### config.mk
export PLATFORM = sky130hd
export DESIGN_NAME = bs_config_regs
export DESIGN_NICKNAME = d
export VERILOG_FILES = /design/src/hw/bs_pkg.sv /design/src/hw/bs_config_regs.sv
export VERILOG_INCLUDE_DIRS = /design/src /design/src/hw
export SDC_FILE = /design/constraint.sdc
export NUM_CORES = 1
export LEC_CHECK = 0
export ABC_AREA = 1
export BUFFER_PORTS_ARGS = -buffer_cell sky130_fd_sc_hd__buf_2
export CORE_ASPECT_RATIO = 0.7
export CORE_UTILIZATION = 40
export CTS_BUF_LIST = sky130_fd_sc_hd__clkbuf_8
export CTS_CLUSTER_DIAMETER = 150
export CTS_CLUSTER_SIZE = 20
export DETAILED_ROUTE_END_ITERATION = 10
export PLACE_DENSITY = 0.65
export SYNTH_ARGS = -nofsm -noshare
export SYNTH_HDL_FRONTEND = slang
export SYNTH_SLANG_ARGS = --single-unit
### constraint.sdc
create_clock -name i_ref_clk -period 2.1 [get_ports i_ref_clk]
set_input_delay 0.63 -clock i_ref_clk [delete_from_list [all_inputs] [get_ports i_ref_clk]]
set_output_delay 0.63 -clock i_ref_clk [all_outputs]
set_load 0.02 [all_outputs]
### src/hw/bs_consts.svh
// Register offsets, field positions, reset values and timing figures of the battery sense register bank.
`ifndef BS_CONSTS_SVH
`define BS_CONSTS_SVH
// ==========================================================================
// Register offsets
`define BS_OFF_TIMING    8'h0d
`define BS_OFF_IMP_CTRL  8'h0e
`define BS_OFF_CELL_RES  8'h0f
`define BS_OFF_OPEN_RES  8'h10
`define BS_OFF_LOAD_RES  8'h11
`define BS_OFF_SENSE     8'h19
`define BS_OFF_BOOT      8'h1a
`define BS_OFF_PINS      8'h1b
`define BS_OFF_DSC       8'h1c
`define BS_OFF_HSHK      8'h1d
`define BS_OFF_UVLO      8'h1e
// ==========================================================================
// Field positions
`define BS_IMP_START_BIT 7
`define BS_IMP_ABORT_BIT 6
`define BS_IMP_SKIP2_BIT 3
`define BS_SENSE_EN_BIT  7
`define BS_SENSE_FLT_BIT 3
`define BS_BOOT_SRD_BIT  3
`define BS_BOOT_PULL_BIT 2
`define BS_DSC_BST_PAS   6
`define BS_DSC_BST_ACT   5
`define BS_DSC_BCK_PAS   2
`define BS_DSC_BCK_ACT   1
`define BS_DSC_WR_MASK   8'he7
// ==========================================================================
// Reset values and result codes
`define BS_RST_TIMING    6'h00
`define BS_RST_IMP       4'h0
`define BS_RST_SENSE     5'h00
`define BS_RST_DSC       8'h00
`define BS_RST_LDO_SEL   1'b0
`define BS_RES_FAIL      8'hff
`define BS_RES_SKIP      8'h00
// ==========================================================================
// Timing figures
`define BS_CLK_PERIOD_NS 50
`define BS_MS_NS         1000000
`define BS_CYC_PER_MS    (`BS_MS_NS / `BS_CLK_PERIOD_NS)
`define BS_T_SHORT_MS    10'd10
`define BS_T_MID_MS      10'd100
`define BS_T_LONG_MS     10'd1000
`define BS_BOOT0_MS      9'd80
`define BS_BOOT1_MS      9'd120
`define BS_BOOT2_MS      9'd220
`define BS_BOOT3_MS      9'd420
`define BS_KEEPALIVE_MS  13'd5000
`endif

### src/hw/bs_pkg.sv
// Types shared by the battery sense register bank.
package bs_pkg;
	typedef enum logic [4:0] {
		BS_IDLE = 5'b00001,
		BS_CELL = 5'b00010,
		BS_OPEN = 5'b00100,
		BS_LOAD = 5'b01000,
		BS_REC  = 5'b10000
	} bs_meas_e;

	typedef struct packed {
		logic [7:0] addr;
		logic [7:0] wdata;
		logic       wr;
		logic       rd;
	} bs_bus_s;

	typedef struct packed {
		logic [7:0] boot_cfg;
		logic       start_off;
		logic       glb_pas;
		logic       keepalive;
		logic       conv_lockout;
	} bs_strap_s;
endpackage

### src/hw/bs_config_regs.sv
// Battery sense configuration registers with impedance sequencer and supervisor logic.
// How it works
// - Each timing code: 00 skips sample, 01/10/11 wait 10/100/1000 ms.
// - Open-cell skipped means loaded sample taken with switch kept closed.
// - Writing active bit starts a measurement; ignored while one runs.
// - Active bit reads 1 throughout, clears when sequence completes.
// - Abort write stops measurement at once; readback 0 means aborted.
// - Three-bit test current code drives load; 111 reserved.
// - Sense mux runs only when enabled; off state pulldown or float.
// - Boot delay code selects 80, 120, 220 or 420 ms.
// - Soft reset restores defaults only when defaults bit is set.
// - Pull configuration bit enables key input pin pulls.
// - Pin status shows live levels of four control pins.
// - Discharge bits add discharge when converter enable field is 00.
// - Start-off strap keeps device off instead of powering up.
// - Global passive discharge enables passive loads in off mode.
// - Host must set keepalive within 5 s or device shuts down.
// - Once keepalive is set, further writes change nothing.
// - LDO lockout select: 0 LDO input, 1 buck-boost input.
// - Read-only converter lockout select picks supply for both converters.
`timescale 1ns/100ps
`include "bs_consts.svh"

module bs_config_regs #(
	parameter int CYC_PER_MS = `BS_CYC_PER_MS
) (
	input  wire logic               i_ref_clk,
	input  wire logic               i_rstn,
	input  wire bs_pkg::bs_bus_s    i_bus,
	output logic [7:0]              o_reg_rdata,
	output logic                    o_addr_valid,
	input  wire bs_pkg::bs_strap_s  i_strap,
	input  wire logic               i_soft_rst,
	input  wire logic [3:0]         i_pins,
	input  wire logic [7:0]         i_adc_code,
	input  wire logic               i_adc_error,
	output logic                    o_adc_sample,
	output logic                    o_switch_open,
	output logic [2:0]              o_test_current,
	output logic                    o_sense_enable,
	output logic [2:0]              o_sense_select,
	output logic                    o_sense_pulldown,
	output logic                    o_key_pull_en,
	output logic                    o_boot_done,
	output logic                    o_power_seq_go,
	input  wire logic [1:0]         i_boost_enable_field,
	input  wire logic [1:0]         i_buck_enable_field,
	input  wire logic               i_enter_off,
	input  wire logic               i_off_mode,
	output logic [3:0]              o_discharge,
	output logic                    o_passive_loads_en,
	output logic                    o_shutdown,
	output logic                    o_ldo_lockout_sel,
	output logic                    o_conv_lockout_sel
);
	localparam int PW = $clog2(CYC_PER_MS + 1);

	// ======================================================================
	// Helpers
	function automatic logic [9:0] delay_ms(input logic [1:0] code);
		case (code)
			2'b01:   delay_ms = `BS_T_SHORT_MS;
			2'b10:   delay_ms = `BS_T_MID_MS;
			2'b11:   delay_ms = `BS_T_LONG_MS;
			default: delay_ms = 10'd0;
		endcase
	endfunction

	function automatic logic [1:0] step_code(input bs_pkg::bs_meas_e st, input logic [5:0] tm, input logic skip2);
		case (st)
			bs_pkg::BS_CELL: step_code = tm[5:4];
			bs_pkg::BS_OPEN: step_code = tm[3:2];
			bs_pkg::BS_LOAD: step_code = tm[1:0];
			bs_pkg::BS_REC:  step_code = skip2 ? 2'b00 : tm[1:0];
			default:         step_code = 2'b00;
		endcase
	endfunction

	// ======================================================================
	// Registers
	logic [5:0]        timing_reg;
	logic              skip2_reg;
	logic [2:0]        cur_reg;
	logic              aborted_n_reg;
	logic [7:0]        cell_res_reg;
	logic [7:0]        open_res_reg;
	logic [7:0]        load_res_reg;
	logic [4:0]        sense_reg;
	logic [7:0]        dsc_reg;
	logic              keepalive_reg;
	logic              ldo_sel_reg;
	bs_pkg::bs_strap_s strap_reg;
	logic              strap_taken_reg;
	bs_pkg::bs_meas_e  st_reg;
	bs_pkg::bs_meas_e  st_next;
	logic [9:0]        wait_reg;
	logic [PW-1:0]     pre_reg;
	logic [PW-1:0]     tick_cnt_reg;
	logic [8:0]        boot_ms_reg;
	logic [12:0]       ka_ms_reg;
	logic              shutdown_reg;

	logic       wr_imp;
	logic       start_wr;
	logic       abort_wr;
	logic       active;
	logic       step_done;
	logic [1:0] cur_code;
	logic       sample_now;
	logic       cfg_clr;
	logic       ms_tick;
	logic [8:0] boot_target;

	assign wr_imp     = i_bus.wr && i_bus.addr == `BS_OFF_IMP_CTRL;
	assign active     = st_reg != bs_pkg::BS_IDLE;
	assign start_wr   = wr_imp && i_bus.wdata[`BS_IMP_START_BIT] && !active;
	assign abort_wr   = wr_imp && i_bus.wdata[`BS_IMP_ABORT_BIT] && active;
	assign step_done  = wait_reg == 10'd0;
	assign cur_code   = step_code(st_reg, timing_reg, skip2_reg);
	assign sample_now = step_done && cur_code != 2'b00 && st_reg != bs_pkg::BS_REC && active;
	assign cfg_clr    = i_soft_rst && strap_reg.boot_cfg[`BS_BOOT_SRD_BIT];
	assign ms_tick    = tick_cnt_reg == PW'(CYC_PER_MS - 1);

	// ======================================================================
	// Software-written configuration
	always_ff @(posedge i_ref_clk)
	begin
		if (!i_rstn || cfg_clr)
		begin
			timing_reg  <= `BS_RST_TIMING;
			{skip2_reg, cur_reg} <= `BS_RST_IMP;
			sense_reg   <= `BS_RST_SENSE;
			dsc_reg     <= `BS_RST_DSC;
			ldo_sel_reg <= `BS_RST_LDO_SEL;
		end
		else if (i_bus.wr)
		begin
			case (i_bus.addr)
				`BS_OFF_TIMING:   timing_reg <= i_bus.wdata[5:0];
				`BS_OFF_IMP_CTRL: {skip2_reg, cur_reg} <= i_bus.wdata[3:0];
				`BS_OFF_SENSE:    sense_reg <= {i_bus.wdata[7], i_bus.wdata[3:0]};
				`BS_OFF_DSC:      dsc_reg <= i_bus.wdata & `BS_DSC_WR_MASK;
				`BS_OFF_UVLO:     ldo_sel_reg <= i_bus.wdata[0];
				default:          ldo_sel_reg <= ldo_sel_reg;
			endcase
		end
	end

	// Straps are caught by the first clock after reset release.
	always_ff @(posedge i_ref_clk)
	begin
		if (!i_rstn)
		begin
			strap_reg       <= '0;
			strap_taken_reg <= 1'b0;
		end
		else if (!strap_taken_reg)
		begin
			strap_reg       <= i_strap;
			strap_taken_reg <= 1'b1;
		end
	end

	// ======================================================================
	// Impedance sequencer
	always_comb
	begin
		st_next = st_reg;
		case (st_reg)
			bs_pkg::BS_IDLE: if (start_wr) st_next = bs_pkg::BS_CELL;
			bs_pkg::BS_CELL: if (step_done) st_next = bs_pkg::BS_OPEN;
			bs_pkg::BS_OPEN: if (step_done) st_next = bs_pkg::BS_LOAD;
			bs_pkg::BS_LOAD: if (step_done) st_next = bs_pkg::BS_REC;
			bs_pkg::BS_REC:  if (step_done) st_next = bs_pkg::BS_IDLE;
			default:         st_next = bs_pkg::BS_IDLE;
		endcase
		if (abort_wr)
			st_next = bs_pkg::BS_IDLE;
	end

	always_ff @(posedge i_ref_clk)
	begin
		if (!i_rstn)
			st_reg <= bs_pkg::BS_IDLE;
		else
			st_reg <= st_next;
	end

	// Each step reloads its own wait and restarts the millisecond prescaler.
	always_ff @(posedge i_ref_clk)
	begin
		if (!i_rstn)
		begin
			wait_reg <= 10'd0;
			pre_reg  <= '0;
		end
		else if (st_reg != st_next)
		begin
			wait_reg <= delay_ms(step_code(st_next, timing_reg, skip2_reg));
			pre_reg  <= '0;
		end
		else if (!step_done)
		begin
			if (pre_reg == PW'(CYC_PER_MS - 1))
			begin
				pre_reg  <= '0;
				wait_reg <= wait_reg - 10'd1;
			end
			else
				pre_reg <= pre_reg + PW'(1);
		end
	end

	// ======================================================================
	// Results
	always_ff @(posedge i_ref_clk)
	begin
		if (!i_rstn)
		begin
			cell_res_reg  <= `BS_RES_SKIP;
			open_res_reg  <= `BS_RES_SKIP;
			load_res_reg  <= `BS_RES_SKIP;
			aborted_n_reg <= 1'b1;
		end
		else if (abort_wr)
		begin
			cell_res_reg  <= `BS_RES_FAIL;
			open_res_reg  <= `BS_RES_FAIL;
			load_res_reg  <= `BS_RES_FAIL;
			aborted_n_reg <= 1'b0;
		end
		else if (start_wr)
		begin
			aborted_n_reg <= 1'b1;
			if (timing_reg[5:4] == 2'b00) cell_res_reg <= `BS_RES_SKIP;
			if (timing_reg[3:2] == 2'b00) open_res_reg <= `BS_RES_SKIP;
			if (timing_reg[1:0] == 2'b00) load_res_reg <= `BS_RES_SKIP;
		end
		else if (sample_now)
		begin
			case (st_reg)
				bs_pkg::BS_CELL: cell_res_reg <= i_adc_error ? `BS_RES_FAIL : i_adc_code;
				bs_pkg::BS_OPEN: open_res_reg <= i_adc_error ? `BS_RES_FAIL : i_adc_code;
				default:         load_res_reg <= i_adc_error ? `BS_RES_FAIL : i_adc_code;
			endcase
		end
	end

	assign o_adc_sample   = sample_now;
	// A skipped open-cell step must not open the switch, not even for its one pass-through cycle.
	assign o_switch_open  = (st_reg == bs_pkg::BS_OPEN || st_reg == bs_pkg::BS_LOAD
		|| st_reg == bs_pkg::BS_REC) && timing_reg[3:2] != 2'b00;
	assign o_test_current = (st_reg == bs_pkg::BS_LOAD && cur_reg != 3'b111) ? cur_reg : 3'b000;

	// ======================================================================
	// Boot delay, power-up and processor keepalive
	always_ff @(posedge i_ref_clk)
	begin
		if (!i_rstn)
			tick_cnt_reg <= '0;
		else if (ms_tick)
			tick_cnt_reg <= '0;
		else
			tick_cnt_reg <= tick_cnt_reg + PW'(1);
	end

	always_comb
	begin
		case (strap_reg.boot_cfg[1:0])
			2'b00:   boot_target = `BS_BOOT0_MS;
			2'b01:   boot_target = `BS_BOOT1_MS;
			2'b10:   boot_target = `BS_BOOT2_MS;
			default: boot_target = `BS_BOOT3_MS;
		endcase
	end

	always_ff @(posedge i_ref_clk)
	begin
		if (!i_rstn)
			boot_ms_reg <= 9'd0;
		else if (strap_taken_reg && ms_tick && boot_ms_reg != boot_target)
			boot_ms_reg <= boot_ms_reg + 9'd1;
	end

	assign o_boot_done    = strap_taken_reg && boot_ms_reg == boot_target;
	assign o_power_seq_go = o_boot_done && !strap_reg.start_off && !shutdown_reg;

	always_ff @(posedge i_ref_clk)
	begin
		if (!i_rstn)
			keepalive_reg <= 1'b0;
		else if (!strap_taken_reg)
			keepalive_reg <= i_strap.keepalive;
		else if (i_bus.wr && i_bus.addr == `BS_OFF_HSHK && i_bus.wdata[0] && !shutdown_reg)
			keepalive_reg <= 1'b1;
	end

	always_ff @(posedge i_ref_clk)
	begin
		if (!i_rstn)
		begin
			ka_ms_reg    <= 13'd0;
			shutdown_reg <= 1'b0;
		end
		else if (ka_ms_reg == `BS_KEEPALIVE_MS)
			shutdown_reg <= !keepalive_reg || shutdown_reg;
		else if (ms_tick && !keepalive_reg)
			ka_ms_reg <= ka_ms_reg + 13'd1;
	end

	assign o_shutdown = shutdown_reg;

	// ======================================================================
	// Sense mux, pulls, discharge and lockout selects
	assign o_sense_enable     = sense_reg[4];
	assign o_sense_select     = sense_reg[2:0];
	assign o_sense_pulldown   = !sense_reg[4] && !sense_reg[3];
	assign o_key_pull_en      = strap_reg.boot_cfg[`BS_BOOT_PULL_BIT];
	assign o_discharge[3]     = i_enter_off || (dsc_reg[`BS_DSC_BST_PAS] && i_boost_enable_field == 2'b00);
	assign o_discharge[2]     = i_enter_off || (dsc_reg[`BS_DSC_BST_ACT] && i_boost_enable_field == 2'b00);
	assign o_discharge[1]     = i_enter_off || (dsc_reg[`BS_DSC_BCK_PAS] && i_buck_enable_field == 2'b00);
	assign o_discharge[0]     = i_enter_off || (dsc_reg[`BS_DSC_BCK_ACT] && i_buck_enable_field == 2'b00);
	assign o_passive_loads_en = i_off_mode && strap_reg.glb_pas;
	assign o_ldo_lockout_sel  = ldo_sel_reg;
	assign o_conv_lockout_sel = strap_reg.conv_lockout;

	// ======================================================================
	// Register read port
	always_ff @(posedge i_ref_clk)
	begin
		if (!i_rstn)
			o_reg_rdata <= 8'h00;
		else if (i_bus.rd)
		begin
			case (i_bus.addr)
				`BS_OFF_TIMING:   o_reg_rdata <= {2'b00, timing_reg};
				`BS_OFF_IMP_CTRL: o_reg_rdata <= {active, aborted_n_reg, 2'b00, skip2_reg, cur_reg};
				`BS_OFF_CELL_RES: o_reg_rdata <= cell_res_reg;
				`BS_OFF_OPEN_RES: o_reg_rdata <= open_res_reg;
				`BS_OFF_LOAD_RES: o_reg_rdata <= load_res_reg;
				`BS_OFF_SENSE:    o_reg_rdata <= {sense_reg[4], 3'b000, sense_reg[3:0]};
				`BS_OFF_BOOT:     o_reg_rdata <= strap_reg.boot_cfg;
				`BS_OFF_PINS:     o_reg_rdata <= {4'h0, i_pins};
				`BS_OFF_DSC:      o_reg_rdata <= dsc_reg;
				`BS_OFF_HSHK:     o_reg_rdata <= {strap_reg.start_off, strap_reg.glb_pas, 5'h00, keepalive_reg};
				`BS_OFF_UVLO:     o_reg_rdata <= {6'h00, strap_reg.conv_lockout, ldo_sel_reg};
				default:          o_reg_rdata <= 8'h00;
			endcase
		end
	end

	assign o_addr_valid = (i_bus.addr >= `BS_OFF_TIMING && i_bus.addr <= `BS_OFF_LOAD_RES)
		|| (i_bus.addr >= `BS_OFF_SENSE && i_bus.addr <= `BS_OFF_UVLO);
endmodule // bs_config_regs

Word-level counts from Yosys, hierarchy flattened
Index checks and enable logic that the tools add are counted.
{"block": "totals", "regBits": 136, "input_bits": 52, "output_inout_bits": 30, "wordCells": 187}
{"block": "classes", "n_addsub": 5, "order_cmp": 4, "eq_ne": 40, "n_mux": 41, "n_bitwise": 2, "reduce_logical": 71}
{"op": "$mux W8", "count": 16}
{"op": "$pmux W8 S11", "count": 1}
{"op": "$eq A8 B5 Y1 const B", "count": 8}
{"op": "$add A15 B1 Y15 const B", "count": 2}
{"op": "$eq A15 B15 Y1 const B", "count": 2}
{"op": "$mux W10", "count": 3}
{"op": "$mux W5", "count": 6}
{"op": "$pmux W10 S3", "count": 1}
{"op": "$logic_and A1 B1 Y1", "count": 28}
{"op": "$pmux W9 S3", "count": 1}
{"op": "$pmux W5 S5", "count": 1}
{"op": "$eq A8 B4 Y1 const B", "count": 3}
{"op": "$le A8 B5 Y1 const B", "count": 2}
{"op": "$pmux W2 S4", "count": 2}
{"op": "$mux W15", "count": 1}
{"op": "$reduce_and A2 Y1", "count": 7}
{"op": "$add A13 B1 Y13 const B", "count": 1}
{"op": "$eq A13 B13 Y1 const B", "count": 1}
{"op": "$logic_not A2 Y1", "count": 6}
{"op": "$ne A3 B1 Y1 const B", "count": 4}
{"op": "$eq A5 B2 Y1 const B", "count": 2}
{"op": "$eq A5 B3 Y1 const B", "count": 2}
{"op": "$eq A5 B4 Y1 const B", "count": 2}
{"op": "$eq A5 B5 Y1 const B", "count": 2}
{"op": "other kinds (25)", "count": 59}

Depth between registers and ports, before layout
Gate-level depths: netlist (run 1).
{"block": "logic_depth", "ltp_word": 14, "mapped_depth": 16, "depth_no_buf": 16}

Worst setup path after synthesis (run 1)
Ideal clock, no wire load.
{"block": "synth_path", "kind": "register -> output", "from": "reg strap_reg[4] (netlist name)", "to": "out o_power_seq_go", "t_arrival_ns": 1.805, "required_time_ns": 1.470, "path_slack_ns": -0.335, "path_stages_with_launch": 8, "path_buffers": 0, "cell_sequence": "dfxtp_1 > inv_1 > ha_1 > nand2_1 > o21ai_0 > nor3_1 > nand4_1 > nor4_1"}
{"block": "synth_via", "elab_chain_len": 6, "word_cells_on_any_way": 8}
{"item": "start: declaration", "line_no": "bs_config_regs.sv:92", "source": "bs_pkg::bs_strap_s strap_reg;"}
{"item": "start signal: assignment", "line_no": "bs_config_regs.sv:159", "source": "strap_reg <= i_strap;"}
{"item": "$eq A2 B2 Y1 (tied with other cells)", "line_no": "bs_config_regs.sv:269", "source": "case (strap_reg.boot_cfg[1:0])"}
{"item": "$pmux W9 S3 *", "line_no": "bs_config_regs.sv:269"}
{"item": "$eq A9 B9 Y1 *", "line_no": "bs_config_regs.sv:285", "source": "assign o_boot_done = strap_taken_reg && boot_ms_reg == boot_target;"}
{"item": "$logic_and A1 B1 Y1 *", "line_no": "bs_config_regs.sv:285"}
{"item": "$logic_and A1 B1 Y1 * (2 in series)", "line_no": "bs_config_regs.sv:286", "source": "assign o_power_seq_go = o_boot_done && !strap_reg.start_off && !shutdown_reg;"}
{"item": "end: declaration", "line_no": "bs_config_regs.sv:45", "source": "output logic o_power_seq_go,"}
Every way passes the cells marked *; elsewhere a longest branch is shown, timed or not.

Worst setup path after layout (run 1)
Ends and elaborated chain as after synthesis.

==> flow_summary_export.csv, run 1 <==
group,metric,value,unit
setup_path,cp.arrival,1.90,ns
yosys,synth_ff_type,"dfxtp_1",
flow_run,maxCapViolCount,0,
setup_path,cp_slowest_cell,"dfxtp_2",
sta,rsz0062_at_grt,"true",
grt,grt_antenna_before_repair,0,
grt,grt_max_degree,38,
setup_path,path_cells,"inv_2, ha_4, nor2_1, nor3_2, nand4_1, buf_6, nor4_4, buf_4",
power_and_ir_drop,power,7.95,mW
yosys,synthArstFlopShare,0,
place,gp_congestion,0.911,
sta,fmax,395,MHz
sta,worst_pin_slew,0.468,ns
yosys,synth_top_family_by_area,"simple AND/OR/NAND/NOR gates",
clock_tree,cts_max_level,4,
layout,fin_nets,1363,
sta,timing.final.crit_share,1.21,
clock_tree,clock_sink_count,136,
layout,diodes,0,
grt,grt_usage,0.253,
route,drt_iter0_drc,851,
yosys,synthXorXnorAreaFrac,0.0206,
clock_tree,clkTransAtPathRegs,0.09,ns
power_and_ir_drop,switchingPower,2.79,mW
yosys,syn-instance-count,1058,
yosys,synth_compound_area_frac,0.173,
power_and_ir_drop,leakagePower,4.45,nW
grt,grt_pass1_vias,6952,
place,dp_slack,-0.374,ns
yosys,synthAdderAreaFrac,0.0156,
setup_path,cp.required,1.47,ns
clock_tree,insertion_delay,0.47,ns
clock_tree,numCtsBuffers,17,
layout,synthToLayoutAreaGrowth,44.4,%
power_and_ir_drop,clockPowerShare,0.303,
yosys,syn-num-nets,1119,
power_and_ir_drop,swShare,0.351,
sta,layout_setup_ws,-0.433,ns
setup_path,start_kind,"flop",
route,drc,0,
yosys,synth-seq-area-share,0.377,
die,start_util,0.415,
setup_path,cp_max_fo,3,
route,routed_wl,24100,µm
sta,hold_violations,0,
die,rows,40,
sta,setup_viol,34,
yosys,postSynthAreaPerCell,6.83,µm²
status,status,"finished with violations",
die,fp.coreArea,17400,µm²
die,die_area,18600,µm²
yosys,ys_warn_count,0,
power_and_ir_drop,p_int,5.16,mW
die,die-width,163,µm
yosys,ys_seq_elements,136,
sta,relSlewSlack,0.688,
die,die_h,114,µm
clock_tree,cts_tree,"done",
setup_path,max_stage_delay,0.34,ns
clock_tree,cts_root_buf,"clkbuf_8",
route,routedWlPerCell,15.6,µm
route,via_per_inst,5.20,
route,dr.pass1.iters,5,
status,violations,"setup timing",
place,io_buffer_count,81,
die,num_io_pins,82,
yosys,synth_edf_count,0,
place,place_hpwl,16600,µm
layout,drive_gt1_frac,0.356,
route,num_vias,8018,
power_and_ir_drop,seqPwrFrac,0.347,
hold_path,min-delay-path-class,"in -> reg",
setup_path,crit_type,"reg -> out",
route,ant_nets,0,
sta,skew,0.0183,ns
yosys,muxShareOfSynthArea,0,
clock_tree,cts_buffer_depth,2,
yosys,yosys.area_share.simple,0.319,
setup_path,cp-end-kind,"primary output",
sta,drv_slew,0,
power_and_ir_drop,irDropWorstVdd,0.000494,V
grt,grt_first_pass_wirelength,36400,µm
yosys,syn_area,7230,µm²
sta,fin_crit,2.53,ns
power_and_ir_drop,power.density,762,nW/µm²
grt,gr-total-overflow,0,
yosys,synth_cell_type_count,48,
power_and_ir_drop,share_comb_of_total_power,0.349,
[power by group through the flow]
stage / registers (mW) / clock network [mW] / logic, mW
after detailed placement: 2.80 / 0 / 1.97
after CTS: 2.75 / 2.43 / 2.36
after global routing: 2.77 / 2.55 / 3.02
final: 2.76 / 2.41 / 2.78
after global placement: 2.80 / 0 / 1.97
after floorplan: 2.79 / 0 / 1.28
[kinds of logic (layout without fill, tap and decap cells)]
logic type      Yosys count  count (layout)
flops                   136             136
simple gates            492             495
buf+inv                 177             428
fa+ha+maj                 9               9
xor+xnor                 17              17
compound gates          227             227
[metal layers]
metal | vias up | share of wire | global-route usage
li1 | 3983 | - | -
met1 | 3680 | 0.50 | 0.375
met2 | 321 | 0.41 | 0.351
met3 | 34 | 0.083 | 0.0648
met4 | 0 | 0.013 | 0.0816
met5 | - | 0 | 0
[path summary, 6_finish.rpt]
check / depth (start not counted) / from / endpoint / slack [ns]
setup reg to reg: 16 / wait_reg[0] / wait_reg[2] / -0.15
setup / recovery: 8 / strap_reg[4] / o_power_seq_go / -0.43
hold reg to reg: 2 / load_res_reg[0] / load_res_reg[0] / 0.46
hold / removal: 3 / i_strap[0] / o_conv_lockout_sel / 0.40
[what timing repair did]
| action | in CTS | in global routing |
|---|---|---|
| hold buffers | 0 | 0 |
| buffers inserted | 36 | 17 |
| setup endpoints to repair | 58 | 84 |
| gates resized for setup | 125 | 123 |
| endpoints found under the hold margin | 0 | 0 |
| pin swaps | 50 | 70 |
| cloned | 3 | 1 |
[worst max-delay path, delay by kind of cell, from the launching register on]
| kind | cells | cell delay, ns |
|---|---|---|
| buf+inv | 3 | 0.38 |
| simple gates | 4 | 0.45 |
| flops | 1 | 0.34 |
| fa+ha+maj | 1 | 0.26 |
[cells in the mapped netlist (all sizes together), types with 7 or more instances]
library cell,count,share of area
inv,151,0.078
nand3,53,0.041
ha,9,0.016
nor2,161,0.098
nand2,197,0.11
nor4,7,0.0061
dfxtp,136,0.38
clkbuf,12,0.0062
o21ai,97,0.068
a211oi,13,0.013
xor2,15,0.018
nor3,32,0.028
buf,10,0.0087
nand4,30,0.027
a21oi,92,0.065
[placed cells by master (no fill, tap or decap), types with 5 or more instances in the layout]
| master | instances |
|---|---|
| nor4_1 | 6 |
| nand3_1 | 36 |
| o22ai_1 | 6 |
| inv_1 | 127 |
| xor2_1 | 15 |
| a211oi_1 | 7 |
| nor2_4 | 29 |
| o21ai_1 | 17 |
| clkbuf_8 | 18 |
| inv_4 | 5 |
| dfxtp_1 | 126 |
| buf_12 | 6 |
| nand2_1 | 158 |
| dfxtp_2 | 7 |
| o21ai_2 | 5 |
| nand3_2 | 13 |
| inv_2 | 17 |
| nor2_1 | 109 |
| nand2_4 | 10 |
| a211oi_2 | 6 |
| a21oi_1 | 88 |
| buf_6 | 22 |
| o211ai_1 | 5 |
| ha_1 | 6 |
| o21ai_0 | 75 |
| buf_4 | 146 |
| buf_2 | 65 |
| nor3_2 | 13 |
| nand3_4 | 5 |
| nand2_2 | 27 |
| nor2_2 | 21 |
| nand4_1 | 29 |
| nor3_1 | 18 |
[final cells by class]
type	instances	area [µm²]
Sequential cell	136	2740
Multi-Input combinational cell	748	4490
Clock buffer	18	248
Timing Repair Buffer	244	1870
Tap cell	231	289
Inverter	155	618
Fill cell	1504	6980
Clock inverter	11	175
[per-stage QoR]
stage               instance area, µm²  utilization  hold slack, ns  cells  setup TNS, ns
finish                           10400        0.599           0.401   1543          -3.56
detailed placement                8830        0.507           0.443   1465         -12.97
global placement                  8830        0.507           0.438   1465         -10.61
floorplan                         7310            -           0.418   1058         -0.284
CTS                               9940        0.570           0.384   1533          -3.13
global route                     10400        0.599           0.401   1543          -8.41
Power figures use the tool's default switching activity.
==> run 2, diff against run 1 <==
--- a/config.mk
+++ b/config.mk
@@ -15,6 +15,7 @@
 export CTS_CLUSTER_SIZE = 20
 export DETAILED_ROUTE_END_ITERATION = 10
 export PLACE_DENSITY = 0.65
+export RECOVER_POWER = 25
 export SYNTH_ARGS = -nofsm -noshare
 export SYNTH_HDL_FRONTEND = slang
 export SYNTH_SLANG_ARGS = --single-unit
==> constraint.sdc (replaced) <==
create_clock -name i_ref_clk -period 2.1 [get_ports i_ref_clk]
set_input_delay 0.63 -clock i_ref_clk [delete_from_list [all_inputs] [get_ports i_ref_clk]]
set_output_delay 0.63 -clock i_ref_clk [all_outputs]
set_load 0.01 [all_outputs]
==> flow_summary_export.csv, run 2 (synthesis gave the netlist of run 1 again) <==
group,metric,value,unit
clock_tree,cts_max_level,4,
sta,worst_pin_slew,1.44,ns
route,via_per_inst,5.13,
die,fp.coreArea,17400,µm²
power_and_ir_drop,clockPowerShare,0.286,
power_and_ir_drop,leakagePower,4.29,nW
route,wl_met3,1530,µm
clock_tree,cts_buffer_depth,2,
sta,hold_violations,0,
layout,diodes,0,
grt,gr-total-overflow,0,
layout,layout_common_cells,"nand2_1, inv_1, buf_4",
setup_path,reg2reg_from,"wait_reg[0]",
grt,grt_first_pass_wirelength,35800,µm
place,io_buffer_count,81,
die,die_h,114,µm
power_and_ir_drop,seqPwrFrac,0.371,
clock_tree,clock_sink_count,136,
layout,synthToLayoutAreaGrowth,39.5,%
clock_tree,insertion_delay,0.47,ns
status,status,"finished with violations",
die,die-width,163,µm
route,ant_nets,0,
place,gp_congestion,0.957,
status,violations,"setup timing",
route,routed-wl-met2,10000,µm
flow_run,maxCapViolCount,0,
sta,layout_setup_ws,-0.449,ns
setup_path,start_kind,"flop",
sta,fin_crit,2.55,ns
setup_path,crit_type,"reg -> out",
route,routedWlPerCell,15.1,µm
clock_tree,cts_root_buf,"clkbuf_8",
grt,grt_usage,0.247,
sta,timing.final.crit_share,1.21,
hold_path,min-delay-path-class,"in -> reg",
route,routed.top_layer,"met5",
layout,fin_nets,1353,
setup_path,cp.required,1.47,ns
power_and_ir_drop,power.density,739,nW/µm²
power_and_ir_drop,swShare,0.359,
route,drt-met1-wl,11300,µm
grt,grt_pass1_vias,7036,
hold_path,whs_path_depth,3,
clock_tree,cts_hold_buf,0,
route,drc,0,
route,num_vias,7876,
die,start_util,0.415,
setup_path,cp.arrival,1.92,ns
power_and_ir_drop,p_int,4.77,mW
place,place_inst,1464,
clock_tree,clkTransAtPathRegs,0.08,ns
place,place_hpwl,16200,µm
sta,setup_viol,38,
hold_path,worstHoldStart,"i_strap[2]",
layout,drive_gt1_frac,0.331,
clock_tree,numCtsBuffers,17,
sta,relSlewSlack,0.0380,
clock_tree,cts_tree,"done",
route,routed_wl,23200,µm
setup_path,timing.rr.end,"wait_reg[5]",
sta,skew,0.0160,ns
sta,fmax,392,MHz
sta,drv_slew,0,
layout,layout.cells.non_filler,1536,
route,drt_iter0_drc,782,
setup_path,cp_max_fo,3,
die,die_area,18600,µm²
layout,mostFrequentLayoutCell,"nand2_1",
setup_path,r2r_setup_slack,-0.38,ns
power_and_ir_drop,irDropWorstVdd,0.000471,V
die,num_io_pins,82,
sta,finalSetupTns,-10.07,ns
place,dp_slack,-0.337,ns
grt,grt_antenna_before_repair,2,
sta,rsz0062_at_grt,"true",
die,rows,40,
grt,grt_max_degree,33,
setup_path,cp-end-kind,"primary output",
setup_path,r2r_cells,16,
hold_path,hold_path_end,"strap_reg[2]",
power_and_ir_drop,share_comb_of_total_power,0.343,
route,dr.pass1.iters,7,
setup_path,critPathLaunch,"strap_reg[4]",
power_and_ir_drop,switchingPower,2.67,mW
==> run 2: cell count changes in the layout (fill, tap and decap cells not counted), moves of 5 or more <==
cell	delta
buf_4	-18
nor2_4	-10
buf_2	+11
nor2_1	+17
clkbuf_1	+5
nor2_2	-7
==> run 2: layout make-up <==
class	count	area, µm²
inverters	155	594
multi-input cells	750	4430
repair buffers	232	1650
flip-flops and latches	136	2740
well taps	231	289
fillers	1613	7330
clock inverters	13	120
clock buffers	19	262
==> run 2: what timing repair did <==
action / in CTS / in global routing
gates cloned: 3 / 4
setup buffers: 10 / 24
setup endpoints to repair: 57 / 76
pin swaps: 17 / 36
resized for setup: 67 / 127
==> run 2: worst max-delay path by stage <==
stage                                end  cells past startpoint  slack [ns]
final                     o_power_seq_go                      6       -0.45
after floorplan             o_addr_valid                      6       -0.09
after CTS                 o_power_seq_go                      6       -0.48
after detailed placement    o_addr_valid                      7       -0.34
after global placement      o_addr_valid                      7       -0.36
after global routing      o_power_seq_go                      7       -0.62
==> run 2: power groups by stage <==
stage	clock, mW	sequential, mW	combinational (mW)
finish	2.13	2.76	2.56
global route	2.30	2.78	2.81
CTS	2.17	2.75	2.19
detailed placement	0	2.80	1.96
global placement	0	2.80	1.96
floorplan	0	2.78	1.27
==> run 2: stage by stage <==
stage | util | area, µm² | power (mW) | hold slack [ns]
after floorplan | - | 7270 | 4.05 | 0.418
after global placement | 0.503 | 8760 | 4.76 | 0.437
after detailed placement | 0.503 | 8760 | 4.76 | 0.452
after global routing | 0.579 | 10100 | 7.88 | 0.396
after CTS | 0.545 | 9490 | 7.10 | 0.386
final | 0.579 | 10100 | 7.45 | 0.403
==> run 2: critical path, stage by stage (launching register included) <==
cell and delay (ns):
dfxtp_2 0.33, buf_4 0.14, ha_4 0.16, o31ai_4 0.23, nand4_1 0.23, nor4_2 0.19, buf_2 0.17
==> run 2: per-layer routing <==
| layer | vias up | GRT usage |
|---|---|---|
| met3 | 32 | 0.0666 |
| li1 | 3975 | - |
| met1 | 3604 | 0.358 |
| met2 | 261 | 0.365 |
| met5 | - | 0 |
| met4 | 4 | 0.0442 |
==> run 3, diff against run 2 <==
--- a/config.mk
+++ b/config.mk
@@ -14,6 +14,7 @@
 export CTS_CLUSTER_DIAMETER = 150
 export CTS_CLUSTER_SIZE = 20
 export DETAILED_ROUTE_END_ITERATION = 10
+export GPL_TIMING_DRIVEN = 0
 export PLACE_DENSITY = 0.65
 export RECOVER_POWER = 25
 export SYNTH_ARGS = -nofsm -noshare
==> flow_summary_export.csv, run 3 (synthesis gave the netlist of run 1 again) <==
group,metric,value,unit
route,num_vias,7780,
clock_tree,cts_hold_buf,0,
clock_tree,cts_root_buf,"clkbuf_8",
clock_tree,clock_sink_count,136,
place,gp_congestion,0.896,
sta,fin_crit,2.57,ns
route,via_per_inst,5.24,
setup_path,cp.required,1.47,ns
grt,globalRoute.busiestLayer,"met2",
die,start_util,0.415,
die,num_io_pins,82,
sta,skew,0.0202,ns
layout,mostFrequentLayoutCell,"nand2_1",
place,place_inst,1369,
layout,nFillCells,1631,
place,io_buffer_count,80,
die,die-width,163,µm
layout,drive_gt1_frac,0.317,
status,violations,"setup timing",
layout,post-route-cell-area,9830,µm²
setup_path,start_kind,"flop",
setup_path,cp_max_fo,5,
sta,timing.final.crit_share,1.22,
die,die_h,114,µm
clock_tree,cts_buffer_depth,2,
route,drt_iter0_drc,658,
hold_path,whs_path_depth,3,
setup_path,cp-end-kind,"primary output",
grt,gr-total-overflow,0,
grt,grt_usage,0.245,
grt,use_met3,0.0525,
power_and_ir_drop,clockPowerShare,0.278,
grt,grt_max_degree,17,
power_and_ir_drop,share_comb_of_total_power,0.356,
clock_tree,clkTransAtPathRegs,0.10,ns
die,fp.coreArea,17400,µm²
sta,relSlewSlack,0.514,
clock_tree,numCtsBuffers,17,
layout,fin_nets,1302,
setup_path,timing.rr.end,"pre_reg[8]",
setup_path,cp.arrival,1.94,ns
grt,grt_pass1_vias,6865,
power_and_ir_drop,power.density,768,nW/µm²
route,routedWlPerCell,16.0,µm
grt,grt_antenna_before_repair,0,
hold_path,hold_path_end,"strap_reg[2]",
power_and_ir_drop,switchingPower,2.93,mW
power_and_ir_drop,swShare,0.388,
power_and_ir_drop,irDropWorstVdd,0.000887,V
clock_tree,insertion_delay,0.47,ns
layout,layout_common_cells,"nand2_1, inv_1, dfxtp_1",
power_and_ir_drop,leakagePower,4.09,nW
grt,met2_usage,0.356,
hold_path,min-delay-path-class,"in -> reg",
clock_tree,cts_tree,"done",
sta,setup_viol,58,
layout,synthToLayoutAreaGrowth,36.0,%
grt,met1_usage,0.356,
grt,grt_first_pass_wirelength,35500,µm
power_and_ir_drop,seqPwrFrac,0.367,
clock_tree,cts_max_level,4,
sta,worst_pin_slew,0.729,ns
sta,drv_slew,0,
sta,hold_violations,0,
setup_path,reg2reg_from,"st_reg[3]",
flow_run,maxCapViolCount,0,
route,drc,0,
status,status,"finished with violations",
hold_path,worstHoldStart,"i_strap[2]",
power_and_ir_drop,p_int,4.62,mW
route,routed_wl,23800,µm
sta,layout_setup_ws,-0.470,ns
sta,fmax,389,MHz
layout,layout.cells.non_filler,1485,
setup_path,r2r_setup_slack,-0.25,ns
route,ant_nets,0,
die,rows,40,
place,place_hpwl,16100,µm
route,dr.pass1.iters,6,
layout,diodes,0,
place,placed_area,7960,µm²
setup_path,r2r_cells,12,
sta,rsz0062_at_grt,"true",
setup_path,crit_type,"reg -> out",
die,die_area,18600,µm²
run 3: cell types whose count changed in the layout (fill, tap and decap cells not counted), moves of 8 or more:
cell,delta
buf_2,-12
buf_4,-58
buf_6,+8
clkbuf_1,+15
nand2_1,-11
nand2_2,+11
nor2_1,-10
run 3: through the flow:
| stage | util | total power [mW] | hold slack (ns) | setup slack [ns] | TNS [ns] |
|---|---|---|---|---|---|
| CTS | 0.522 | 6.91 | 0.366 | -0.539 | -2.97 |
| finish | 0.565 | 7.55 | 0.390 | -0.470 | -10.88 |
| floorplan | - | 4.05 | 0.418 | -0.0899 | -0.269 |
| global placement | 0.457 | 4.44 | 0.430 | -0.598 | -35.88 |
| global route | 0.565 | 7.93 | 0.383 | -0.629 | -19.78 |
| detailed placement | 0.457 | 4.46 | 0.437 | -0.632 | -37.84 |
run 3: routing by layer:
layer  routed length, µm  vias up
li1                    -     3877
met1               11500     3569
met2               10200      287
met5                   0        -
met4                 597        0
met3                1600       47
run 3: final cells by class:
| class | count | area (µm²) | share of cell area |
|---|---|---|---|
| Tap cell | 231 | 289 | 0.0294 |
| Multi-Input combinational cell | 748 | 4560 | 0.464 |
| Buffer | 22 | 135 | 0.0137 |
| Clock buffer | 17 | 234 | 0.0238 |
| Clock inverter | 15 | 130 | 0.0132 |
| Sequential cell | 136 | 2750 | 0.280 |
| Timing Repair Buffer | 161 | 1120 | 0.114 |
| Inverter | 155 | 611 | 0.0621 |
run 3: critical path: stages (launching register included):
cell and delay [ns]:
dfxtp_4 0.38, inv_4 0.04, ha_4 0.26, nor2_2 0.04
nor3_2 0.18, nand4_1 0.11, buf_6 0.16, nor4_4 0.13
buf_2 0.17
run 3: power groups by stage:
| stage | Sequential [mW] | Clock (mW) | Combinational (mW) |
|---|---|---|---|
| global route | 2.78 | 2.24 | 2.91 |
| detailed placement | 2.80 | 0 | 1.66 |
| floorplan | 2.78 | 0 | 1.27 |
| finish | 2.77 | 2.10 | 2.69 |
| CTS | 2.76 | 2.12 | 2.03 |
| global placement | 2.80 | 0 | 1.64 |
run 3: worst max path at each step:
stage	end	start	slack (ns)
2_1_floorplan	o_addr_valid	i_bus[16]	-0.09
3_3_place_gp	cur_reg[0]	i_rstn	-0.60
3_5_place_dp	cur_reg[0]	i_rstn	-0.63
4_1_cts	o_power_seq_go	strap_reg[4]	-0.54
5_1_grt	o_power_seq_go	strap_reg[4]	-0.63
6_report	o_power_seq_go	strap_reg[4]	-0.47
run 3: repair_timing:
| action | in CTS | in global routing |
|---|---|---|
| pin swaps | 37 | 67 |
| resized for setup | 129 | 139 |
| gates cloned | 3 | 2 |
| hold endpoints to repair | 0 | 0 |
| endpoints found under the setup margin | 82 | 77 |
| buffers inserted | 44 | 42 |
